## config.mk

```make
export PLATFORM = sky130hd
export DESIGN_NAME = tcc_timer_cc
export DESIGN_NICKNAME = d
export VERILOG_FILES = /design/src/tcc_pkg.sv /design/src/tcc_chan.sv /design/src/tcc_counter.sv /design/src/tcc_timer_cc.sv
export SDC_FILE = /design/constraint.sdc
export NUM_CORES = 1
export LEC_CHECK = 0
export BUFFER_PORTS_ARGS = -buffer_cell sky130_fd_sc_hd__buf_2
export CORE_ASPECT_RATIO = 0.5
export CORE_MARGIN = 1
export CORE_UTILIZATION = 37
export CTS_CLUSTER_SIZE = 30
export DETAILED_ROUTE_END_ITERATION = 7
export PLACE_DENSITY_LB_ADDON = 0.1
export SKIP_LAST_GASP = 1
export SLEW_MARGIN = 20
export SYNTH_ARGS = -nofsm -noshare
export SYNTH_HDL_FRONTEND = slang
export SYNTH_SLANG_ARGS = --single-unit
```

## constraint.sdc

```tcl
create_clock -name aclk -period 6.8 [get_ports aclk]
set_input_delay 1.36 -clock aclk [delete_from_list [all_inputs] [get_ports aclk]]
set_output_delay 1.36 -clock aclk [all_outputs]
set_load 0.01 [all_outputs]
```

## src/tcc_pkg.sv

```systemverilog
// package of offsets, field layouts, codes and reset values for the block
package tcc_pkg;

  ////////////////////////////////////////////////////////////////////////////
  // bus geometry
  localparam int TCC_ADDR_W = 12; // byte address width on the bus
  localparam int TCC_DATA_W = 32; // bus data width
  localparam int TCC_CNT_W = 16;  // counter and value width

  ////////////////////////////////////////////////////////////////////////////
  // register indices; byte address is four times the index
  localparam logic [7:0] TCC_IDX_CH0_CMP = 8'hDA;  // ch0_compare_value
  localparam logic [7:0] TCC_IDX_CH1_LO = 8'hDC;   // ch1_value_low
  localparam logic [7:0] TCC_IDX_CH1_HI = 8'hDD;   // ch1_value_high
  localparam logic [7:0] TCC_IDX_CH2_LO = 8'hDE;   // ch2 value low byte
  localparam logic [7:0] TCC_IDX_CH2_HI = 8'hDF;   // ch2_value_high
  localparam logic [7:0] TCC_IDX_COUNT = 8'hE2;    // counter readback
  localparam logic [7:0] TCC_IDX_TCTL = 8'hE4;     // mode and flags
  localparam logic [7:0] TCC_IDX_CH1_CTL = 8'hE6;  // ch1_control
  localparam logic [7:0] TCC_IDX_CH2_CTL = 8'hE7;  // ch2_control

  ////////////////////////////////////////////////////////////////////////////
  // channel control field layout
  localparam int TCC_CTL_RSVD_BIT = 7;  // reserved, software writes 0
  localparam int TCC_CTL_IM_BIT = 6;    // irq_mask
  localparam int TCC_CTL_CMP_LSB = 3;   // compare_action, 3 bits
  localparam int TCC_CTL_FUNC_BIT = 2;  // 0 capture, 1 compare
  localparam int TCC_CTL_CAP_LSB = 0;   // capture_edge_select, 2 bits
  localparam logic [7:0] TCC_CTL_RESET = 8'h40; // only irq_mask set
  localparam logic [7:0] TCC_BYTE_RESET = 8'h00; // value bytes

  ////////////////////////////////////////////////////////////////////////////
  // timer control layout
  localparam int TCC_TCTL_MODE_LSB = 0; // counter mode, 2 bits
  localparam int TCC_FLAG1_BIT = 6;     // ch1_irq_flag
  localparam int TCC_FLAG2_BIT = 7;     // ch2_irq_flag

  // counter operating modes
  typedef enum logic [1:0] {
    TCC_MODE_STOP,
    TCC_MODE_FREE,
    TCC_MODE_MOD,
    TCC_MODE_UPDN
  } tcc_mode_t;

  ////////////////////////////////////////////////////////////////////////////
  // compare actions
  localparam logic [2:0] TCC_CMP_SET = 3'h0;
  localparam logic [2:0] TCC_CMP_CLR = 3'h1;
  localparam logic [2:0] TCC_CMP_TOG = 3'h2;
  localparam logic [2:0] TCC_CMP_UPSET = 3'h3;
  localparam logic [2:0] TCC_CMP_UPCLR = 3'h4;
  localparam logic [2:0] TCC_CMP_PAIR_CS = 3'h5; // clear on ch0, set own
  localparam logic [2:0] TCC_CMP_PAIR_SC = 3'h6; // set on ch0, clear own

  // capture edge codes
  localparam logic [1:0] TCC_CAP_NONE = 2'h0;
  localparam logic [1:0] TCC_CAP_RISE = 2'h1;
  localparam logic [1:0] TCC_CAP_FALL = 2'h2;
  localparam logic [1:0] TCC_CAP_BOTH = 2'h3;

  // bus responses
  localparam logic [1:0] TCC_RESP_OKAY = 2'h0;
  localparam logic [1:0] TCC_RESP_SLVERR = 2'h2;

endpackage : tcc_pkg

```

## src/tcc_chan.sv

```systemverilog
// one capture/compare channel: output action and input edge capture
`timescale 1ns/1ns
`default_nettype none
module tcc_chan
  import tcc_pkg::*;
#(
  parameter int W = TCC_CNT_W
) (
  input wire logic aclk,
  input wire logic aresetn,
  input wire logic [7:0] ctl,
  input wire logic [W-1:0] count,
  input wire logic [W-1:0] value,
  input wire logic [W-1:0] pair_value,
  input wire logic running,
  input wire logic updown,
  input wire logic down,
  input wire logic pin_in,
  output logic pin_out_ff,
  output logic cap_evt,
  output logic cmp_evt
);

  ////////////////////////////////////////////////////////////////////////////
  // field decode
  wire is_cmp = ctl[TCC_CTL_FUNC_BIT];
  wire [2:0] cmp_code = ctl[TCC_CTL_CMP_LSB +: 3];
  wire [1:0] cap_sel = ctl[TCC_CTL_CAP_LSB +: 2];
  // hits only while the counter runs, so a held count fires no repeats
  wire own_hit = running & (count == value);
  wire pair_hit = running & (count == pair_value);
  wire zero_hit = running & (count == {W{1'b0}});
  logic pin_prev_ff; // last sampled input level
  wire rise = pin_in & ~pin_prev_ff;
  wire fall = ~pin_in & pin_prev_ff;
  wire cap_rise = (cap_sel == TCC_CAP_RISE) | (cap_sel == TCC_CAP_BOTH);
  wire cap_fall = (cap_sel == TCC_CAP_FALL) | (cap_sel == TCC_CAP_BOTH);

  // capture on the selected edge, in capture mode only
  assign cap_evt = ~is_cmp & ((cap_rise & rise) | (cap_fall & fall));
  assign cmp_evt = is_cmp & own_hit;

  ////////////////////////////////////////////////////////////////////////////
  // output action per compare code; own match wins a tie with ch0 match
  function automatic logic out_next(input logic [2:0] code,
                                    input logic cur, input logic own,
                                    input logic pair, input logic zero,
                                    input logic updn, input logic dn);
    logic r;
    r = cur;
    case (code)
      TCC_CMP_SET: r = own ? 1'b1 : cur;
      TCC_CMP_CLR: r = own ? 1'b0 : cur;
      TCC_CMP_TOG: r = own ? ~cur : cur;
      // set going up; clear at zero, or going down in up/down
      TCC_CMP_UPSET: r = updn ? (own ? ~dn : cur)
                              : (own ? 1'b1 : (zero ? 1'b0 : cur));
      // clear going up; set at zero, or going down in up/down
      TCC_CMP_UPCLR: r = updn ? (own ? dn : cur)
                              : (own ? 1'b0 : (zero ? 1'b1 : cur));
      // paired with the ch0 compare value
      TCC_CMP_PAIR_CS: r = own ? 1'b1 : (pair ? 1'b0 : cur);
      // paired with the ch0 compare value
      TCC_CMP_PAIR_SC: r = own ? 1'b0 : (pair ? 1'b1 : cur);
      default: r = cur; // unused code holds the pin
    endcase
    return r;
  endfunction : out_next

  wire nxt_pin_out = is_cmp ? out_next(cmp_code, pin_out_ff, own_hit,
                                       pair_hit, zero_hit, updown, down)
                            : pin_out_ff;

  // pin output and input history
  always_ff @(posedge aclk) begin
    if (!aresetn) begin
      pin_out_ff <= 1'b0;
      pin_prev_ff <= 1'b0;
    end else begin
      pin_out_ff <= nxt_pin_out;
      pin_prev_ff <= pin_in;
    end
  end
endmodule : tcc_chan
`default_nettype wire

```

## src/tcc_counter.sv

```systemverilog
// 16-bit counter with stop, free-running, modulo and up/down modes
`timescale 1ns/1ns
`default_nettype none
module tcc_counter
  import tcc_pkg::*;
#(
  parameter int W = TCC_CNT_W
) (
  input wire logic aclk,
  input wire logic aresetn,
  input wire logic [1:0] mode,
  input wire logic [W-1:0] top,
  output logic [W-1:0] count_ff,
  output logic down_ff
);

  ////////////////////////////////////////////////////////////////////////////
  // next value; down_ff tells the direction of the step that gave count_ff
  logic [W-1:0] nxt_count;
  logic nxt_down;
  wire at_top = (count_ff >= top);
  wire at_zero = (count_ff == {W{1'b0}});
  wire turn_down = ~down_ff & at_top;  // up/down: top reached going up
  wire turn_up = down_ff & at_zero;    // up/down: zero reached going down

  always_comb begin
    nxt_count = count_ff;
    nxt_down = down_ff;
    case (tcc_mode_t'(mode))
      TCC_MODE_STOP: begin
        nxt_count = count_ff; // suspended, value held
      end
      TCC_MODE_FREE: begin
        nxt_count = count_ff + {{(W-1){1'b0}}, 1'b1};
        nxt_down = 1'b0;
      end
      TCC_MODE_MOD: begin
        // wrap from the ch0 compare value back to zero
        nxt_count = at_top ? {W{1'b0}} : count_ff + {{(W-1){1'b0}}, 1'b1};
        nxt_down = 1'b0;
      end
      TCC_MODE_UPDN: begin
        // up to the ch0 compare value, then back down to zero
        if (turn_down) begin
          nxt_down = 1'b1;
          nxt_count = at_zero ? count_ff
                              : count_ff - {{(W-1){1'b0}}, 1'b1};
        end else if (turn_up || ~down_ff) begin
          nxt_down = 1'b0;
          nxt_count = count_ff + {{(W-1){1'b0}}, 1'b1};
        end else begin
          nxt_count = count_ff - {{(W-1){1'b0}}, 1'b1};
        end
      end
      default: begin
        nxt_count = count_ff;
      end
    endcase
  end

  // counter state; a tick on every clock since the prescaler is not here
  always_ff @(posedge aclk) begin
    if (!aresetn) begin
      count_ff <= {W{1'b0}};
      down_ff <= 1'b0;
    end else begin
      count_ff <= nxt_count;
      down_ff <= nxt_down;
    end
  end
endmodule : tcc_counter
`default_nettype wire

```

## src/tcc_timer_cc.sv

```systemverilog
// timer capture/compare channels 1 and 2 with an AXI4-Lite register slave
//
// The AXI4-Lite slave port was chosen for this implementation.
`timescale 1ns/1ns
`default_nettype none
module tcc_timer_cc
  import tcc_pkg::*;
#(
  parameter int AW = TCC_ADDR_W,
  parameter int W = TCC_CNT_W
) (
  input wire logic aclk,
  input wire logic aresetn,
  input wire logic [AW-1:0] s_axi_awaddr,
  input wire logic s_axi_awvalid,
  output logic s_axi_awready,
  input wire logic [31:0] s_axi_wdata,
  input wire logic [3:0] s_axi_wstrb,
  input wire logic s_axi_wvalid,
  output logic s_axi_wready,
  output logic [1:0] s_axi_bresp,
  output logic s_axi_bvalid,
  input wire logic s_axi_bready,
  input wire logic [AW-1:0] s_axi_araddr,
  input wire logic s_axi_arvalid,
  output logic s_axi_arready,
  output logic [31:0] s_axi_rdata,
  output logic [1:0] s_axi_rresp,
  output logic s_axi_rvalid,
  input wire logic s_axi_rready,
  input wire logic [1:0] cc_in,
  output logic [1:0] cc_out,
  output logic irq
);

  ////////////////////////////////////////////////////////////////////////////
  // address decode helpers, shared by the read and write paths
  function automatic logic [7:0] reg_index(input logic [AW-1:0] a);
    return a[9:2];
  endfunction : reg_index

  function automatic logic reg_mapped(input logic [AW-1:0] a);
    logic [7:0] i;
    i = a[9:2];
    return (a[AW-1:10] == '0) &&
           (i == TCC_IDX_CH0_CMP || i == TCC_IDX_CH1_LO ||
            i == TCC_IDX_CH1_HI || i == TCC_IDX_CH2_LO ||
            i == TCC_IDX_CH2_HI || i == TCC_IDX_COUNT ||
            i == TCC_IDX_TCTL || i == TCC_IDX_CH1_CTL ||
            i == TCC_IDX_CH2_CTL);
  endfunction : reg_mapped

  ////////////////////////////////////////////////////////////////////////////
  // state
  logic [7:0] ctl_ff [2];     // ch1_control, ch2_control
  logic [W-1:0] val_ff [2];   // ch1/ch2 capture/compare values
  logic [W-1:0] ch0_cmp_ff;   // ch0_compare_value, counter top
  logic [1:0] mode_ff;        // counter mode
  logic [1:0] flag_ff;        // ch1_irq_flag, ch2_irq_flag
  logic [W-1:0] count;        // counter value
  logic down;                 // direction of last counter step
  logic [1:0] cap_evt;        // capture events per channel
  logic [1:0] cmp_evt;        // compare events per channel
  logic [1:0] chan_out;       // pin flip-flops in the channels

  // write channel holding registers
  logic aw_held_ff;
  logic w_held_ff;
  logic [AW-1:0] awaddr_ff;
  logic [31:0] wdata_ff;
  logic [3:0] wstrb_ff;

  ////////////////////////////////////////////////////////////////////////////
  // write decode
  wire aw_take = s_axi_awvalid & s_axi_awready;
  wire w_take = s_axi_wvalid & s_axi_wready;
  wire wr_fire = aw_held_ff & w_held_ff & ~s_axi_bvalid;
  wire [7:0] wr_idx = reg_index(awaddr_ff);
  wire wr_ok = reg_mapped(awaddr_ff);
  wire wr_b0 = wr_fire & wr_ok & wstrb_ff[0];
  wire wr_b1 = wr_fire & wr_ok & wstrb_ff[1];
  wire [7:0] wbyte = wdata_ff[7:0];
  wire wr_tctl = wr_b0 & (wr_idx == TCC_IDX_TCTL);
  wire [1:0] wr_ctl = {wr_b0 & (wr_idx == TCC_IDX_CH2_CTL),
                       wr_b0 & (wr_idx == TCC_IDX_CH1_CTL)};
  wire [1:0] wr_lo = {wr_b0 & (wr_idx == TCC_IDX_CH2_LO),
                      wr_b0 & (wr_idx == TCC_IDX_CH1_LO)};
  wire [1:0] wr_hi = {wr_b0 & (wr_idx == TCC_IDX_CH2_HI),
                      wr_b0 & (wr_idx == TCC_IDX_CH1_HI)};
  wire wr_ch0 = wr_fire & wr_ok & (wr_idx == TCC_IDX_CH0_CMP);
  // writing zero clears a flag, writing one leaves it
  wire [1:0] flag_clr = {wr_tctl & ~wbyte[TCC_FLAG2_BIT],
                         wr_tctl & ~wbyte[TCC_FLAG1_BIT]};
  // a new event beats a clear in the same cycle
  wire [1:0] nxt_flag = cap_evt | cmp_evt | (flag_ff & ~flag_clr);
  wire [1:0] im = {ctl_ff[1][TCC_CTL_IM_BIT], ctl_ff[0][TCC_CTL_IM_BIT]};

  ////////////////////////////////////////////////////////////////////////////
  // read decode
  wire ar_take = s_axi_arvalid & s_axi_arready;
  wire [7:0] rd_idx = reg_index(s_axi_araddr);
  wire rd_ok = reg_mapped(s_axi_araddr);
  wire [7:0] rd_tctl = {flag_ff[1], flag_ff[0], 4'h0, mode_ff};
  wire [31:0] rd_word =
    (rd_idx == TCC_IDX_CH0_CMP) ? {16'h0000, ch0_cmp_ff} :
    (rd_idx == TCC_IDX_CH1_LO) ? {24'h000000, val_ff[0][7:0]} :
    (rd_idx == TCC_IDX_CH1_HI) ? {24'h000000, val_ff[0][15:8]} :
    (rd_idx == TCC_IDX_CH2_LO) ? {24'h000000, val_ff[1][7:0]} :
    (rd_idx == TCC_IDX_CH2_HI) ? {24'h000000, val_ff[1][15:8]} :
    (rd_idx == TCC_IDX_COUNT) ? {16'h0000, count} :
    (rd_idx == TCC_IDX_TCTL) ? {24'h000000, rd_tctl} :
    (rd_idx == TCC_IDX_CH1_CTL) ? {24'h000000, ctl_ff[0]} :
    (rd_idx == TCC_IDX_CH2_CTL) ? {24'h000000, ctl_ff[1]} : 32'h00000000;

  ////////////////////////////////////////////////////////////////////////////
  // write address/data capture; either may arrive first
  always_ff @(posedge aclk) begin
    if (!aresetn) begin
      aw_held_ff <= 1'b0;
      w_held_ff <= 1'b0;
      awaddr_ff <= '0;
      wdata_ff <= 32'h00000000;
      wstrb_ff <= 4'h0;
    end else begin
      if (aw_take) begin
        aw_held_ff <= 1'b1;
        awaddr_ff <= s_axi_awaddr;
      end else if (wr_fire) begin
        aw_held_ff <= 1'b0;
      end
      if (w_take) begin
        w_held_ff <= 1'b1;
        wdata_ff <= s_axi_wdata;
        wstrb_ff <= s_axi_wstrb;
      end else if (wr_fire) begin
        w_held_ff <= 1'b0;
      end
    end
  end

  // each ready while its own channel holds nothing and no response is pending
  always_ff @(posedge aclk) begin
    if (!aresetn) begin
      s_axi_awready <= 1'b0;
      s_axi_wready <= 1'b0;
    end else begin
      s_axi_awready <= ~aw_held_ff & ~aw_take & ~s_axi_bvalid & ~wr_fire;
      s_axi_wready <= ~w_held_ff & ~w_take & ~s_axi_bvalid & ~wr_fire;
    end
  end

  // write response; unmapped addresses answer SLVERR
  always_ff @(posedge aclk) begin
    if (!aresetn) begin
      s_axi_bvalid <= 1'b0;
      s_axi_bresp <= TCC_RESP_OKAY;
    end else if (wr_fire) begin
      s_axi_bvalid <= 1'b1;
      s_axi_bresp <= wr_ok ? TCC_RESP_OKAY : TCC_RESP_SLVERR;
    end else if (s_axi_bready) begin
      s_axi_bvalid <= 1'b0;
    end
  end

  // read path: one read at a time, data registered with the address
  always_ff @(posedge aclk) begin
    if (!aresetn) begin
      s_axi_arready <= 1'b0;
      s_axi_rvalid <= 1'b0;
      s_axi_rdata <= 32'h00000000;
      s_axi_rresp <= TCC_RESP_OKAY;
    end else begin
      s_axi_arready <= ~s_axi_rvalid & ~ar_take;
      if (ar_take) begin
        s_axi_rvalid <= 1'b1;
        s_axi_rdata <= rd_ok ? rd_word : 32'h00000000;
        s_axi_rresp <= rd_ok ? TCC_RESP_OKAY : TCC_RESP_SLVERR;
      end else if (s_axi_rready) begin
        s_axi_rvalid <= 1'b0;
      end
    end
  end

  ////////////////////////////////////////////////////////////////////////////
  // timer control and ch0 compare value
  always_ff @(posedge aclk) begin
    if (!aresetn) begin
      mode_ff <= TCC_MODE_STOP;
      ch0_cmp_ff <= '0;
      flag_ff <= 2'h0;
    end else begin
      if (wr_tctl) mode_ff <= wbyte[TCC_TCTL_MODE_LSB +: 2];
      if (wr_ch0 && wstrb_ff[0]) ch0_cmp_ff[7:0] <= wbyte;
      if (wr_ch0 && wr_b1) ch0_cmp_ff[15:8] <= wdata_ff[15:8];
      flag_ff <= nxt_flag;
    end
  end

  // interrupt: any flag whose irq_mask is set
  always_ff @(posedge aclk) begin
    if (!aresetn) irq <= 1'b0;
    else irq <= |(nxt_flag & im);
  end

  ////////////////////////////////////////////////////////////////////////////
  // per-channel registers and logic
  genvar g;
  generate
    for (g = 0; g < 2; g++) begin : g_ch
      // control stored as written, reserved bit too
      always_ff @(posedge aclk) begin
        if (!aresetn) ctl_ff[g] <= TCC_CTL_RESET;
        else if (wr_ctl[g]) ctl_ff[g] <= wbyte;
      end

      // value bytes; a capture outranks a software write
      always_ff @(posedge aclk) begin
        if (!aresetn) begin
          val_ff[g] <= {TCC_BYTE_RESET, TCC_BYTE_RESET};
        end else if (cap_evt[g]) begin
          val_ff[g] <= count;
        end else begin
          if (wr_lo[g]) val_ff[g][7:0] <= wbyte;
          if (wr_hi[g]) val_ff[g][15:8] <= wbyte;
        end
      end

      tcc_chan #(.W(W)) u_chan (
        .aclk(aclk),
        .aresetn(aresetn),
        .ctl(ctl_ff[g]),
        .count(count),
        .value(val_ff[g]),
        .pair_value(ch0_cmp_ff),
        .running(mode_ff != TCC_MODE_STOP),
        .updown(mode_ff == TCC_MODE_UPDN),
        .down(down),
        .pin_in(cc_in[g]),
        .pin_out_ff(chan_out[g]),
        .cap_evt(cap_evt[g]),
        .cmp_evt(cmp_evt[g])
      );
    end
  endgenerate

  assign cc_out = chan_out;

  // shared counter, its top is the ch0 compare value
  tcc_counter #(.W(W)) u_counter (
    .aclk(aclk),
    .aresetn(aresetn),
    .mode(mode_ff),
    .top(ch0_cmp_ff),
    .count_ff(count),
    .down_ff(down)
  );
endmodule : tcc_timer_cc
`default_nettype wire
```

# Word level (Yosys, flattened, before mapping)
# Memories as Yosys holds them, arrays and structs flattened.
# Cells that the tools add are included.
op_classes:
  add_sub_neg: 2
  magnitude_cmp: 1
  eq_ne: 62
  muxes: 92
  n_bitwise: 82
  n_reduce_logical: 41
ops:
  columns: ["operator", "count"]
  rows:
  - ["16-bit two-way mux", 13]
  - ["8-bit equality test (second input constant)", 18]
  - ["8-bit two-way mux", 9]
  - ["1-bit two-way mux", 64]
  - ["16-bit equality test", 3]
  - ["16-bit one-hot mux with 3 select lines", 1]
  - ["1-bit bitwise AND", 43]
  - ["11-bit AND reduction", 2]
  - ["1-bit inverter", 20]
  - ["3-bit equality test (second input constant)", 6]
  - ["3-bit by 2-bit != test with 1-bit output (second input constant)", 6]
  - ["1-bit logical OR", 17]
  - ["16-bit by 1-bit adder with 16-bit output (second input constant)", 1]
  - ["16-bit >= comparator", 1]
  - ["16-bit logical NOT", 1]
  - ["16-bit by 1-bit subtractor with 16-bit output (second input constant)", 1]
  - ["3-bit by 1-bit != test with 1-bit output (second input constant)", 5]
  - ["1-bit bitwise OR", 14]
  - ["1-bit one-hot mux with 7 select lines", 2]
  - ["7-bit nonzero test", 2]
  - ["2-bit equality test (second input constant)", 6]
  - ["3-bit by 2-bit equality test with 1-bit output (second input constant)", 4]
  - ["2-bit by 1-bit != test with 1-bit output (second input constant)", 6]
  - ["2-bit nonzero test", 6]
  - ["other kinds (13)", 29]
word_totals:
  regBits: 115
  ram_bits: 48
  memories: 2
memory_table:
  columns: ["name", "words", "width", "rd", "rd_ports_with_merged_regs", "write_ports", "line", "source"]
  rows:
  - ["val_ff", 2, 16, 2, 0, 2, "tcc_timer_cc.sv:56", "logic [W-1:0] val_ff [2];"]
  - ["ctl_ff", 2, 8, 2, 0, 2, "tcc_timer_cc.sv:55", "logic [7:0] ctl_ff [2];"]

# Logic depth before layout (Yosys ltp)
# Gate-level depths: netlist of run 1.
logic_depth:
  word_depth: 19
  depth_mapped: 12
  depth_no_buf: 9

# Cells and area by module
# From an unflattened synthesis of run 1, not the netlist that was laid out.
unflattened:
  hier_cells: 1066
  area_unflattened_um2: 9245.1
modules_own_cells:
  columns: ["module", "n_inst", "cells_each", "area_per_inst_um2"]
  rows:
  - ["tcc_timer_cc", 1, 623, 5896.9]
  - ["tcc_counter", 1, 283, 2129.5]
  - ["tcc_chan", 2, 80, 609.3]

# Worst setup path after synthesis of run 1
# Ideal clock, no wire load.
synth_timing:
  path_kind: "input to register"
  start: "input aresetn"
  end: "memory val_ff[1][10] (netlist bit), enable pin"
  setup_time_ps: 329
  arrival_ps: 2543
  t_required_ps: 6471
  slack_ps: 3928
  path_stages: 6
  path_cell_list: "clkbuf_1 clkinv_1 clkbuf_1 buf_1 nor2_1 nand2_1"
synth_rtl:
  columns: ["item", "line", "source"]
  rows:
  - ["start, declared", "tcc_timer_cc.sv:13", "input wire logic aresetn,"]
  - ["end, declared", "tcc_timer_cc.sv:56", null]

# Worst setup path in the final report of run 1
layout_timing:
  start: "register u_counter.count_ff[1]"
  end: "register u_counter.count_ff[8]"
layout_via:
  elab_chain_len: 6
  word_cells_on_any_way: 14
  classes_between: "add/sub: 2; order compare: 1; eq/ne: 1; mux: 5; bitwise: 2; reduce/logical: 3"
layout_lines:
  columns: ["item", "line", "source"]
  rows:
  - ["start, declared", "tcc_counter.sv:13", "output logic [W-1:0] count_ff,"]
  - ["start signal, assigned", "tcc_counter.sv:64", "count_ff <= {W{1'b0}};"]
  - ["start signal, assigned", "tcc_counter.sv:67", "count_ff <= nxt_count;"]
  - ["branches (longest 6 deep; another with 16-bit by 1-bit subtractor with 16-bit output)", null, null]
# Parallel ways; which one is timed is not known. The select of a mux whose other input is x is not followed.
# A chain may end at the register's enable or synchronous reset.

==> impl_metrics.sql, run 1 <==
INSERT INTO impl_metrics (metric_group, metric, value, unit) VALUES
('setup_path', 'reg2reg_depth', '9', ''),
('routing', 'antenna_violating_nets_post_route', '0', ''),
('power_and_ir_drop', 'power_per_cell_area', '219.8', 'nW/um^2'),
('routing', 'detailroute.via_count', '7220', ''),
('routing', 'drt_iter0_markers', '474', ''),
('timing', 'maxSlewHeadroom', '0.2701', ''),
('hold_path', 'hold_end', 's_axi_arready$_SDFF_PN0_', ''),
('setup_path', 'path_max_fanout', '14', ''),
('routing', 'drc', '0', ''),
('logic_synthesis', 'synthFlopType', 'dfxtp_1', ''),
('logic_synthesis', 'synth-edff-count', '48', ''),
('hold_path', 'hp-start', 's_axi_rvalid$_SDFFE_PN0P_', ''),
('timing', 'final_cycle_utilization_of_the_critical_path', '0.4856', ''),
('grt', 'overflow', '0', ''),
('hold_path', 'hold_class', 'flip-flop to flip-flop', ''),
('clocking', 'tritoncts', 'done', ''),
('timing', 'rsz0062_at_grt', 'no', ''),
('outcome', 'status', 'finished clean', ''),
('finish', 'num_antenna_cells', '0', ''),
('clocking', 'cts_root_buffer', 'clkbuf_16', ''),
('setup_path', 'required', '7.13', 'ns'),
('finish', 'final_layout_size_suffix_gt1_frac', '0.1481', ''),
('timing', 'finalHoldViolCount', '0', ''),
('power_and_ir_drop', 'report.power.total', '0.002034', 'W'),
('logic_synthesis', 'yosys_register_bits', '143', ''),
('clocking', 'cts_made_buffers', '17', ''),
('place', 'hpwlAfterDp', '18570', 'um'),
('setup_path', 'r2r_end', 'u_counter.count_ff[8]$_SDFFE_PN0P_', ''),
('power_and_ir_drop', 'total_leakage_power', '3.529', 'nW'),
('logic_synthesis', 'ys_seq_area_frac', '0.4091', ''),
('clocking', 'clock-sinks', '143', ''),
('finish', 'flow.area_growth_from_synthesis', '13.28', '%'),
('routing', 'detail_route.wirelength.met1', '13040', 'um'),
('finish', 'layout.nets', '1046', ''),
('clocking', 'worst_setup_hold_path_clk_slew', '0.06', 'ns'),
('routing', 'route.detailed.vias_per_inst', '5.676', ''),
('clocking', 'number_of_gates_given_a_new_drive_strength_after_cts', '0', ''),
('clocking', 'cts.hold.buffers_added', '0', ''),
('die', 'die_x', '212.2', 'um'),
('setup_path', 'timing.critical_path.to_type', 'flip-flop', ''),
('die', 'io_pins', '113', ''),
('die', 'design.core.area', '21680', 'um^2'),
('place', 'final_estimated_routing_congestion_in_global_placement', '0.8778', ''),
('die', 'initial_utilization', '0.3769', ''),
('power_and_ir_drop', 'peakVddDrop', '153.1', 'uV'),
('timing', 'tns', '0', 'ns'),
('grt', 'grt_first_pass_wirelength', '39680', 'um'),
('logic_synthesis', 'syn-mean-instance-area', '8.844', 'um^2'),
('logic_synthesis', 'synthArstFlopShare', '0', ''),
('routing', 'wl_met3', '1743', 'um'),
('routing', 'dr.pass1.iters', '5', ''),
('routing', 'met2WireLength', '10890', 'um'),
('setup_path', 'critical_path.startpoint_type', 'flip-flop', ''),
('die', 'core.rowCount', '38', ''),
('die', 'die_h', '107.1', 'um'),
('timing', 'clock-skew-final', '0.01101', 'ns'),
('die', 'fp.dieArea', '22720', 'um^2'),
('logic_synthesis', 'yosys_warnings', '0', ''),
('grt', 'grt.total_usage', '0.2360', ''),
('timing', 'timing.final.max_slew_violations', '0', ''),
('timing', 'final.min_clock_period', '3.302', 'ns'),
('setup_path', 'reg2reg_setup_slack', '3.50', 'ns'),
('clocking', 'clk_lat_worst_skew', '0.44', 'ns'),
('routing', 'routed_wirelength', '26070', 'um'),
('timing', 'final_setup_violating_endpoints', '0', ''),
('setup_path', 'timing_worst_setup_path_type', 'flip-flop to flip-flop', ''),
('clocking', 'clock_tree.htree_level_count', '4', ''),
('grt', 'first_global_vias', '6617', ''),
('routing', 'route.top_layer_used', 'met4', ''),
('logic_synthesis', 'synthesis.instances', '924', ''),
('flow_run', 'cap_violations', '0', ''),
('timing', 'max_clk_rate', '0.3029', 'GHz'),
('place', 'place.port_buffers', '72', ''),
('grt', 'pin_count_of_the_biggest_net_entering_global_routing', '53', ''),
('clocking', 'post_cts.repair.setup_buffers', '0', ''),
('setup_path', 'critical_path.reg2reg.startpoint', 'u_counter.count_ff[1]$_SDFFE_PN0P_', ''),
('clocking', 'clock_path_buffers', '2', ''),
('logic_synthesis', 'post_synth_instance_area', '8172', 'um^2'),
('grt', 'grt_antenna_before_repair', '0', ''),
('logic_synthesis', 'count_of_different_cell_masters_after_synthesis', '83', ''),
('timing', 'timing_worst_slew_pin_value', '1.091', 'ns'),
('routing', 'avgRoutedWirePerCell', '20.49', 'um'),
('setup_path', 'worstPathArrival', '3.63', 'ns'),
('hold_path', 'worst_hold_path.num_cells', '1', '');
==> how the worst max path moves through the flow <==
stage                                         from                                 end  slack (ns)  cells after the start
6_report        u_counter.count_ff[1]$_SDFFE_PN0P_  u_counter.count_ff[8]$_SDFFE_PN0P_        3.50                      9
3_5_place_dp                               aresetn         val_ff[1][13]$_SDFFCE_PN0P_        3.13                      5
2_1_floorplan                              aresetn         val_ff[1][10]$_SDFFCE_PN0P_        3.93                      6
5_1_grt        u_counter.count_ff[10]$_SDFFE_PN0P_  u_counter.count_ff[8]$_SDFFE_PN0P_        3.32                      8
4_1_cts         u_counter.count_ff[7]$_SDFFE_PN0P_  u_counter.count_ff[4]$_SDFFE_PN0P_        3.28                      8
3_3_place_gp                               aresetn         val_ff[1][11]$_SDFFCE_PN0P_        3.15                      5
==> sequential cells by signal, summed over array words and instances (netlist names), 2 cells and up <==
register and count:
awaddr_ff 10, ch0_cmp_ff 16, ctl_ff 16, flag_ff 2, g_ch.u_chan.pin_out_ff 2, g_ch.u_chan.pin_prev_ff 2
mode_ff 2, s_axi_rdata 16, u_counter.count_ff 16, val_ff 32, wdata_ff 16, wstrb_ff 2
==> cells in the final DEF (no fill, tap or decap), types with 7 or more instances in the layout <==
master	count
a31oi_1	11
dfxtp_1	95
and3_1	7
a21oi_1	66
nand3_1	22
nand2_1	137
xnor2_1	19
nand2b_1	11
nor3_1	20
clkbuf_16	18
or3_1	8
a22o_1	36
mux2i_1	26
buf_2	72
nor2_1	48
buf_4	9
a22oi_1	10
xor2_1	18
ha_1	18
o22ai_1	12
nand3b_1	9
edfxtp_1	48
and2_1	24
a221oi_1	8
nand4_1	13
inv_1	29
o21ai_0	39
conb_1	18
==> cells in the mapped netlist, drive strengths merged, types with 3 or more instances <==
master	number	share of area
o221ai	6	0.0064
a32o	6	0.0073
a31o	3	0.0032
and3	7	0.0054
a22o	36	0.039
a221oi	8	0.0086
xor2	18	0.019
nor3b	4	0.0057
clkbuf	37	0.017
o211ai	3	0.0028
o21ai	43	0.027
nor3	23	0.017
xnor2	19	0.020
o21bai	4	0.0037
nand3	22	0.013
and2	25	0.019
mux2	3	0.0041
nor2b	6	0.0046
edfxtp	48	0.18
dfxtp	95	0.23
nand2b	11	0.0084
or3	9	0.0075
inv	29	0.013
a221o	5	0.0061
nor2	48	0.022
nand2	137	0.063
nand4b	3	0.0032
a31oi	11	0.0084
o22ai	12	0.0092
or4	3	0.0032
o32a	4	0.0049
nor4	10	0.015
ha	18	0.028
buf	46	0.033
a21oi	66	0.040
a32oi	3	0.0032
mux2i	26	0.032
nand3b	9	0.0083
o211a	3	0.0037
nand4	13	0.010
or2	4	0.0031
a22oi	10	0.0092
==> area by class of cell <==
cell class                 instances  area [um^2]
multi-input combinational        685         4389
clock inverter                    11        128.9
tap                              300        375.4
timing repair buffer              82        435.4
fill                            2188        12420
sequential                       143         3343
inverter                          30        112.6
clock buffer                      21        471.7
==> cell families (layout without fill, tap and decap cells) <==
group | after synthesis | in the layout | synth area share
AO/OA/AOI/OAI | 243 | 243 | 0.2053
XOR/XNOR | 37 | 37 | 0.03966
adder cells (fa/ha/maj) | 18 | 18 | 0.02756
buffers and inverters | 113 | 144 | 0.06415
flip-flops | 143 | 143 | 0.4091
multiplexers | 30 | 30 | 0.03874
other | 1 | 18 | 0.0004589
AND/OR/NAND/NOR | 339 | 339 | 0.2150
==> metrics by stage <==
stage                 util  instances  hold slack (ns)  setup slack (ns)  cell area, um^2
floorplan                -        941           0.4153             3.928             8235
global placement    0.3985       1239           0.4240             3.153             8640
detailed placement  0.3985       1239           0.4299             3.131             8640
CTS                 0.4262       1271           0.4388             3.279             9240
global route        0.4269       1272           0.4646             3.325             9256
finish              0.4269       1272           0.4346             3.498             9256
==> worst max-delay path, stage by stage (launching register included) <==
cell and delay [ns]:
dfxtp_1 0.69, inv_1 0.15, ha_1 0.29, nor3b_1 0.19, nand2_1 0.34, nor4b_2 0.09, a31oi_1 0.31, nand2_1 0.44
a221o_1 0.44, a32o_1 0.25
==> layer usage <==
layer	vias to the layer above	global-route usage
met5	-	0
met4	0	0.07039
met3	29	0.04511
met2	265	0.3386
met1	3512	0.3521
li1	3414	-
==> where the power goes <==
part / total, W / internal [W] / switching (W) / leakage [nW]
Combinational: 0.000122 / 0.0000421 / 0.0000795 / 1.98
Sequential: 0.000936 / 0.000908 / 0.0000287 / 1.26
Clock: 0.000976 / 0.000575 / 0.000401 / 0.290
Power figures use the tool's default switching activity.
==> run 2, diff against run 1 <==
clock period = 2.68 ns   (was 6.8 ns; I/O delays follow)
==> run 2 against run 1 <==
  * Register-to-register slack lost 3.4 ns
  * Via count increased by 4.8%
  * Sequential power rose to 2.5 times the previous value
  * Cell count rose by 7.1%
  * Combinational power rose to 2.8 times the previous value
  * Sequential share of layout area is 2.7 points lower
  * Die area did not move
  * Clock skew barely moved
  * Largest cell class unchanged
  * Routed wire length rose by 7.1%
  * Count of clock-buffer cells in the layout down 1
  * Fmax increased by 27%
==> impl_metrics.sql, run 2 (synthesis gave the netlist of run 1 again) <==
INSERT INTO impl_metrics (metric_group, metric, value, unit) VALUES
('die', 'io_pins', '113', ''),
('setup_path', 'critical_path.max_stage_delay', '0.47', 'ns'),
('clocking', 'tritoncts', 'done', ''),
('power_and_ir_drop', 'power_per_cell_area', '514.6', 'nW/um^2'),
('setup_path', 'cpLargestDelayFamily', 'simple AND/OR/NAND/NOR gates', ''),
('die', 'die_x', '212.2', 'um'),
('routing', 'avgRoutedWirePerCell', '20.50', 'um'),
('power_and_ir_drop', 'power.share.clock', '0.474', ''),
('die', 'core.rowCount', '38', ''),
('setup_path', 'crit_path_max_delay_cell_type', 'or4_4', ''),
('flow_run', 'cap_violations', '0', ''),
('routing', 'dr.pass1.iters', '5', ''),
('finish', 'register_bank_with_the_most_flops', 'val_ff', ''),
('finish', 'num_antenna_cells', '0', ''),
('clocking', 'clk_lat_worst_skew', '0.44', 'ns'),
('hold_path', 'hold_class', 'input pin to flip-flop', ''),
('clocking', 'cts_root_buffer', 'clkbuf_16', ''),
('power_and_ir_drop', 'power_frac_comb', '0.065', ''),
('routing', 'detailroute.via_count', '7568', ''),
('outcome', 'status', 'finished clean', ''),
('die', 'design.core.area', '21680', 'um^2'),
('setup_path', 'critical_path.startpoint_type', 'flip-flop', ''),
('finish', 'final_layout_size_suffix_gt1_frac', '0.2279', ''),
('setup_path', 'path_max_fanout', '8', ''),
('power_and_ir_drop', 'intPower', '0.003836', 'W'),
('place', 'detailed_place.area', '9365', 'um^2'),
('place', 'hpwlAfterDp', '21230', 'um'),
('setup_path', 'critical_path.cell_chain', 'inv_1 > or3_4 > or4_1 > a2111o_1 > or4_4 > o21ai_4 > buf_12', ''),
('routing', 'route.detailed.vias_per_inst', '5.557', ''),
('finish', 'final_core_util', '0.4624', ''),
('clocking', 'cts_made_buffers', '17', ''),
('grt', 'first_global_vias', '7068', ''),
('routing', 'routed_wirelength', '27930', 'um'),
('finish', 'flip_flop_count_of_the_largest_register_after_layout', '32', ''),
('timing', 'final.min_clock_period', '2.608', 'ns'),
('setup_path', 'timing_worst_setup_path_type', 'flip-flop to flip-flop', ''),
('setup_path', 'required', '2.83', 'ns'),
('power_and_ir_drop', 'power.share.sequential', '0.461', ''),
('finish', 'flow.area_growth_from_synthesis', '22.69', '%'),
('power_and_ir_drop', 'net-switching-power', '0.001323', 'W'),
('timing', 'final_cycle_utilization_of_the_critical_path', '0.9731', ''),
('setup_path', 'timing.critical_path.buf_inv', '2', ''),
('power_and_ir_drop', 'total_leakage_power', '4.005', 'nW'),
('die', 'fp.dieArea', '22720', 'um^2'),
('finish', 'layout.nets', '1136', ''),
('finish', 'final_common_cell', 'nand2_1', ''),
('grt', 'pin_count_of_the_biggest_net_entering_global_routing', '26', ''),
('finish', 'final_instance_area', '10030', 'um^2'),
('grt', 'grt.total_usage', '0.2553', ''),
('timing', 'max_clk_rate', '0.3834', 'GHz'),
('timing', 'finalHoldViolCount', '0', ''),
('routing', 'drc', '0', ''),
('clocking', 'clock_tree.htree_level_count', '4', ''),
('die', 'die_h', '107.1', 'um'),
('clocking', 'clock_path_buffers', '2', ''),
('routing', 'antenna_violating_nets_post_route', '0', ''),
('clocking', 'worst_setup_hold_path_clk_slew', '0.06', 'ns'),
('timing', 'timing_worst_slew_pin_value', '0.6451', 'ns'),
('place', 'place.port_buffers', '72', ''),
('place', 'final_estimated_routing_congestion_in_global_placement', '0.9703', ''),
('timing', 'rsz0062_at_grt', 'yes', ''),
('setup_path', 'worstPathArrival', '2.76', 'ns'),
('grt', 'grt_antenna_before_repair', '0', ''),
('timing', 'maxSlewHeadroom', '0.5699', ''),
('timing', 'tns', '0', 'ns'),
('power_and_ir_drop', 'peakVddDrop', '356.2', 'uV'),
('routing', 'drt_iter0_markers', '681', ''),
('finish', 'fillCellCount', '2159', ''),
('power_and_ir_drop', 'switching_share', '0.2564', ''),
('timing', 'timing.final.max_slew_violations', '0', ''),
('finish', 'most-common-layout-cells', 'nand2_1, buf_4, dfxtp_1', ''),
('grt', 'grt_first_pass_wirelength', '42590', 'um'),
('grt', 'overflow', '0', ''),
('die', 'initial_utilization', '0.3769', ''),
('clocking', 'clock-sinks', '143', ''),
('timing', 'final_setup_violating_endpoints', '0', ''),
('timing', 'clock-skew-final', '0.01146', 'ns'),
('setup_path', 'timing.critical_path.to_type', 'flip-flop', '');
[run 2: metrics by stage]
stage | setup WS [ns] | hold slack [ns] | power (W) | std cells
after CTS | 0.04900 | 0.3137 | 0.005187 | 1361
after global routing | -0.005874 | 0.3263 | 0.005328 | 1362
final | 0.07200 | 0.3325 | 0.005159 | 1362
after floorplan | 0.05281 | 0.4153 | 0.002614 | 941
after detailed placement | 0.05749 | 0.4333 | 0.002755 | 1329
after global placement | 0.05327 | 0.4246 | 0.002750 | 1329
[run 2: power by group through the flow]
stage / clock network, W / registers (W) / logic (W)
2_1_floorplan: 0 / 0.00239 / 0.000226
3_3_place_gp: 0 / 0.00242 / 0.000329
3_5_place_dp: 0 / 0.00242 / 0.000331
4_1_cts: 0.00248 / 0.00238 / 0.000332
5_1_grt: 0.00257 / 0.00238 / 0.000370
6_report: 0.00245 / 0.00238 / 0.000336
[run 2: routing by layer]
metal,up-vias,GRT usage,wire length [um]
met3,22,0.06356,2470
met2,337,0.3546,11410
met5,-,0,0
met1,3621,0.3872,13810
met4,0,0.05952,230
li1,3588,-,-
[run 2: area by class of cell]
type,count,area [um^2],area share
tap,300,375.4,0.03744
timing repair buffer,172,1174,0.1171
sequential,143,3347,0.3338
inverter,30,112.6,0.01123
clock inverter,12,117.6,0.01173
clock buffer,20,479.2,0.04780
multi-input combinational,685,4420,0.4409
[run 2: worst paths after layout]
kind                                           endpoint  slack, ns                    from  depth (start not counted)
setup / recovery             ctl_ff[0][6]$_SDFFCE_PN1P_       0.07  w_held_ff$_SDFFE_PN0P_                          7
hold / removal    g_ch[0].u_chan.pin_prev_ff$_SDFF_PN0_       0.33                cc_in[0]                          2
setup reg to reg             ctl_ff[0][6]$_SDFFCE_PN1P_       0.07  w_held_ff$_SDFFE_PN0P_                          7
hold reg to reg                 s_axi_wready$_SDFF_PN0_       0.43  w_held_ff$_SDFFE_PN0P_                          1
[run 2: worst register-to-register path: stages, from the launching register on]
cell and delay (ns):
dfxtp_2 0.33, inv_1 0.05, or3_4 0.36, or4_1 0.40, a2111o_1 0.40, or4_4 0.47, o21ai_4 0.18, buf_12 0.14
[run 2: timing repair]
item / in CTS / in global routing
endpoints found under the hold margin: 0 / 0
buffers inserted: 0 / 1
hold buffers: 0 / 0
resized for setup: 0 / 11
endpoints found under the setup margin: 0 / 43
==> run 3, diff against run 2 <==
clock period = 3.1 ns   (was 2.68 ns; I/O delays follow)
==> run 3 against run 2 <==
  * Sequential power shrank 13%
  * Die area is the same
  * First-iteration DRC count shrank 17%
  * Routed wire length shrank 0.91%
  * Cell count shrank 3.6%
  * Critical path depth grew 3
  * Flip-flop and latch count is the same
  * Clock power shrank 15%
  * Worst setup slack gained 0.18 ns
  * Largest cell class unchanged
  * Highest routed layer unchanged
==> impl_metrics.sql, run 3 (synthesis gave the netlist of run 1 again) <==
INSERT INTO impl_metrics (metric_group, metric, value, unit) VALUES
('outcome', 'status', 'finished clean', ''),
('routing', 'route.top_layer_used', 'met4', ''),
('clocking', 'clock-sinks', '143', ''),
('die', 'io_pins', '113', ''),
('die', 'initial_utilization', '0.3769', ''),
('routing', 'drt_iter0_markers', '568', ''),
('grt', 'grt.total_usage', '0.2534', ''),
('power_and_ir_drop', 'power_frac_comb', '0.061', ''),
('power_and_ir_drop', 'power.share.sequential', '0.465', ''),
('setup_path', 'timing_worst_setup_path_type', 'flip-flop to flip-flop', ''),
('flow_run', 'cap_violations', '0', ''),
('place', 'final_estimated_routing_congestion_in_global_placement', '0.9275', ''),
('timing', 'final.min_clock_period', '2.852', 'ns'),
('clocking', 'worst_setup_hold_path_clk_slew', '0.06', 'ns'),
('hold_path', 'hold_class', 'input pin to flip-flop', ''),
('setup_path', 'worstPathArrival', '3.18', 'ns'),
('timing', 'clock-skew-final', '0.01133', 'ns'),
('finish', 'final_core_util', '0.4410', ''),
('finish', 'register_bank_with_the_most_flops', 'val_ff', ''),
('grt', 'overflow', '0', ''),
('hold_path', 'hp-start', 's_axi_awaddr[5]', ''),
('grt', 'first_global_vias', '6994', ''),
('power_and_ir_drop', 'net-switching-power', '0.001122', 'W'),
('die', 'die_h', '107.1', 'um'),
('clocking', 'cts_root_buffer', 'clkbuf_16', ''),
('timing', 'timing.final.max_slew_violations', '0', ''),
('power_and_ir_drop', 'intPower', '0.003296', 'W'),
('die', 'fp.dieArea', '22720', 'um^2'),
('clocking', 'cts_made_buffers', '17', ''),
('power_and_ir_drop', 'power.share.clock', '0.474', ''),
('power_and_ir_drop', 'total_leakage_power', '3.733', 'nW'),
('timing', 'timing_worst_slew_pin_value', '0.7300', 'ns'),
('timing', 'maxSlewHeadroom', '0.5093', ''),
('routing', 'drc', '0', ''),
('timing', 'final_setup_violating_endpoints', '0', ''),
('timing', 'tns', '0', 'ns'),
('routing', 'route.detailed.vias_per_inst', '5.594', ''),
('place', 'hpwlAfterDp', '20150', 'um'),
('routing', 'avgRoutedWirePerCell', '21.08', 'um'),
('die', 'die_x', '212.2', 'um'),
('clocking', 'post_cts.repair.setup_buffers', '0', ''),
('finish', 'final_common_cell', 'nand2_1', ''),
('finish', 'num_antenna_cells', '0', ''),
('clocking', 'number_of_gates_given_a_new_drive_strength_after_cts', '0', ''),
('routing', 'detail_route.wirelength.met1', '13670', 'um'),
('power_and_ir_drop', 'report.power.total', '0.004418', 'W'),
('setup_path', 'reg2reg_setup_slack', '0.25', 'ns'),
('timing', 'finalHoldViolCount', '0', ''),
('clocking', 'clock_tree.htree_level_count', '4', ''),
('routing', 'detailroute.via_count', '7345', ''),
('clocking', 'cts.hold.buffers_added', '0', ''),
('routing', 'wl_met3', '2619', 'um'),
('routing', 'dr.pass1.iters', '7', ''),
('place', 'place.port_buffers', '72', ''),
('die', 'design.core.area', '21680', 'um^2'),
('die', 'core.rowCount', '38', ''),
('routing', 'met2WireLength', '11050', 'um'),
('timing', 'rsz0062_at_grt', 'no', ''),
('timing', 'max_clk_rate', '0.3506', 'GHz'),
('finish', 'fillCellCount', '2195', ''),
('clocking', 'tritoncts', 'done', ''),
('finish', 'most-common-layout-cells', 'nand2_1, dfxtp_1, buf_2', ''),
('setup_path', 'r2r_end', 'u_counter.count_ff[5]$_SDFFE_PN0P_', ''),
('setup_path', 'path_max_fanout', '13', ''),
('setup_path', 'timing.critical_path.to_type', 'flip-flop', ''),
('grt', 'grt_first_pass_wirelength', '42280', 'um'),
('routing', 'antenna_violating_nets_post_route', '0', ''),
('setup_path', 'critical_path.reg2reg.startpoint', 'ch0_cmp_ff[15]$_SDFFE_PN0P_', ''),
('finish', 'flow.area_growth_from_synthesis', '17.01', '%'),
('setup_path', 'critical_path.startpoint_type', 'flip-flop', ''),
('hold_path', 'hold_end', 'awaddr_ff[5]$_SDFFE_PN0P_', ''),
('grt', 'grt_antenna_before_repair', '0', ''),
('power_and_ir_drop', 'switching_share', '0.2539', ''),
('grt', 'pin_count_of_the_biggest_net_entering_global_routing', '33', ''),
('setup_path', 'origin_of_the_worst_setup_path', 'ch0_cmp_ff[15]$_SDFFE_PN0P_', ''),
('timing', 'final_cycle_utilization_of_the_critical_path', '0.9200', ''),
('power_and_ir_drop', 'power_per_cell_area', '462.1', 'nW/um^2'),
('finish', 'flip_flop_count_of_the_largest_register_after_layout', '32', ''),
('clocking', 'clk_lat_worst_skew', '0.43', 'ns'),
('finish', 'layout.nets', '1087', ''),
('finish', 'final_layout_size_suffix_gt1_frac', '0.1836', ''),
('setup_path', 'reg2reg_depth', '10', ''),
('clocking', 'clock_path_buffers', '2', ''),
('setup_path', 'required', '3.43', 'ns'),
('power_and_ir_drop', 'peakVddDrop', '361.5', 'uV'),
('routing', 'routed_wirelength', '27670', 'um'),
('hold_path', 'worst_hold_path.num_cells', '3', '');
## run 3: worst max path at each step
stage | endpoint | slack (ns) | depth (start not counted)
floorplan | ctl_ff[0][0]$_SDFFCE_PN0P_ | 0.47 | 5
finish | u_counter.count_ff[5]$_SDFFE_PN0P_ | 0.25 | 10
detailed placement | u_counter.count_ff[4]$_SDFFE_PN0P_ | 0.27 | 10
global route | u_counter.count_ff[15]$_SDFFE_PN0P_ | 0.07 | 11
CTS | u_counter.count_ff[7]$_SDFFE_PN0P_ | 0.24 | 10
global placement | ctl_ff[1][3]$_SDFFCE_PN0P_ | 0.30 | 6
## run 3: routing by layer
metal,vias to the layer above,GRT usage
met5,-,0
met2,312,0.3527
met1,3511,0.3785
li1,3484,-
met4,0,0.05590
met3,38,0.07323
## run 3: power groups by stage
stage | clock network [W] | logic (W) | registers, W
2_1_floorplan | 0 | 0.000195 | 0.00206
3_5_place_dp | 0 | 0.000269 | 0.00210
3_3_place_gp | 0 | 0.000267 | 0.00209
4_1_cts | 0.00212 | 0.000270 | 0.00205
5_1_grt | 0.00220 | 0.000299 | 0.00206
6_report | 0.00209 | 0.000271 | 0.00206
## run 3: layout make-up
cell class                 count  area [um^2]  share of cell area
clock buffer                  23        489.2             0.05116
clock inverter                 9        96.34             0.01008
inverter                      30        112.6             0.01178
multi-input combinational    685         4389              0.4590
sequential                   143         3343              0.3496
tap                          300        375.4             0.03926
timing repair buffer         123        755.7             0.07904
## run 3: critical path: stages, from the launching register on
cell and delay [ns]:
dfxtp_1 0.37, inv_1 0.07, ha_1 0.32, nand4_1 0.16, nor3_1 0.42, o21ai_0 0.27, nand3b_1 0.17, buf_4 0.15
o211a_2 0.37, a221oi_1 0.17, a2111oi_2 0.28
## run 3: stage by stage
stage	hold WS [ns]	setup slack, ns	cells	instance area (um^2)
global placement	0.4284	0.2983	1281	8967
CTS	0.4091	0.2399	1313	9553
finish	0.4274	0.2481	1313	9562
global route	0.4243	0.07239	1313	9562
floorplan	0.4153	0.4728	941	8235
detailed placement	0.4300	0.2656	1281	8967
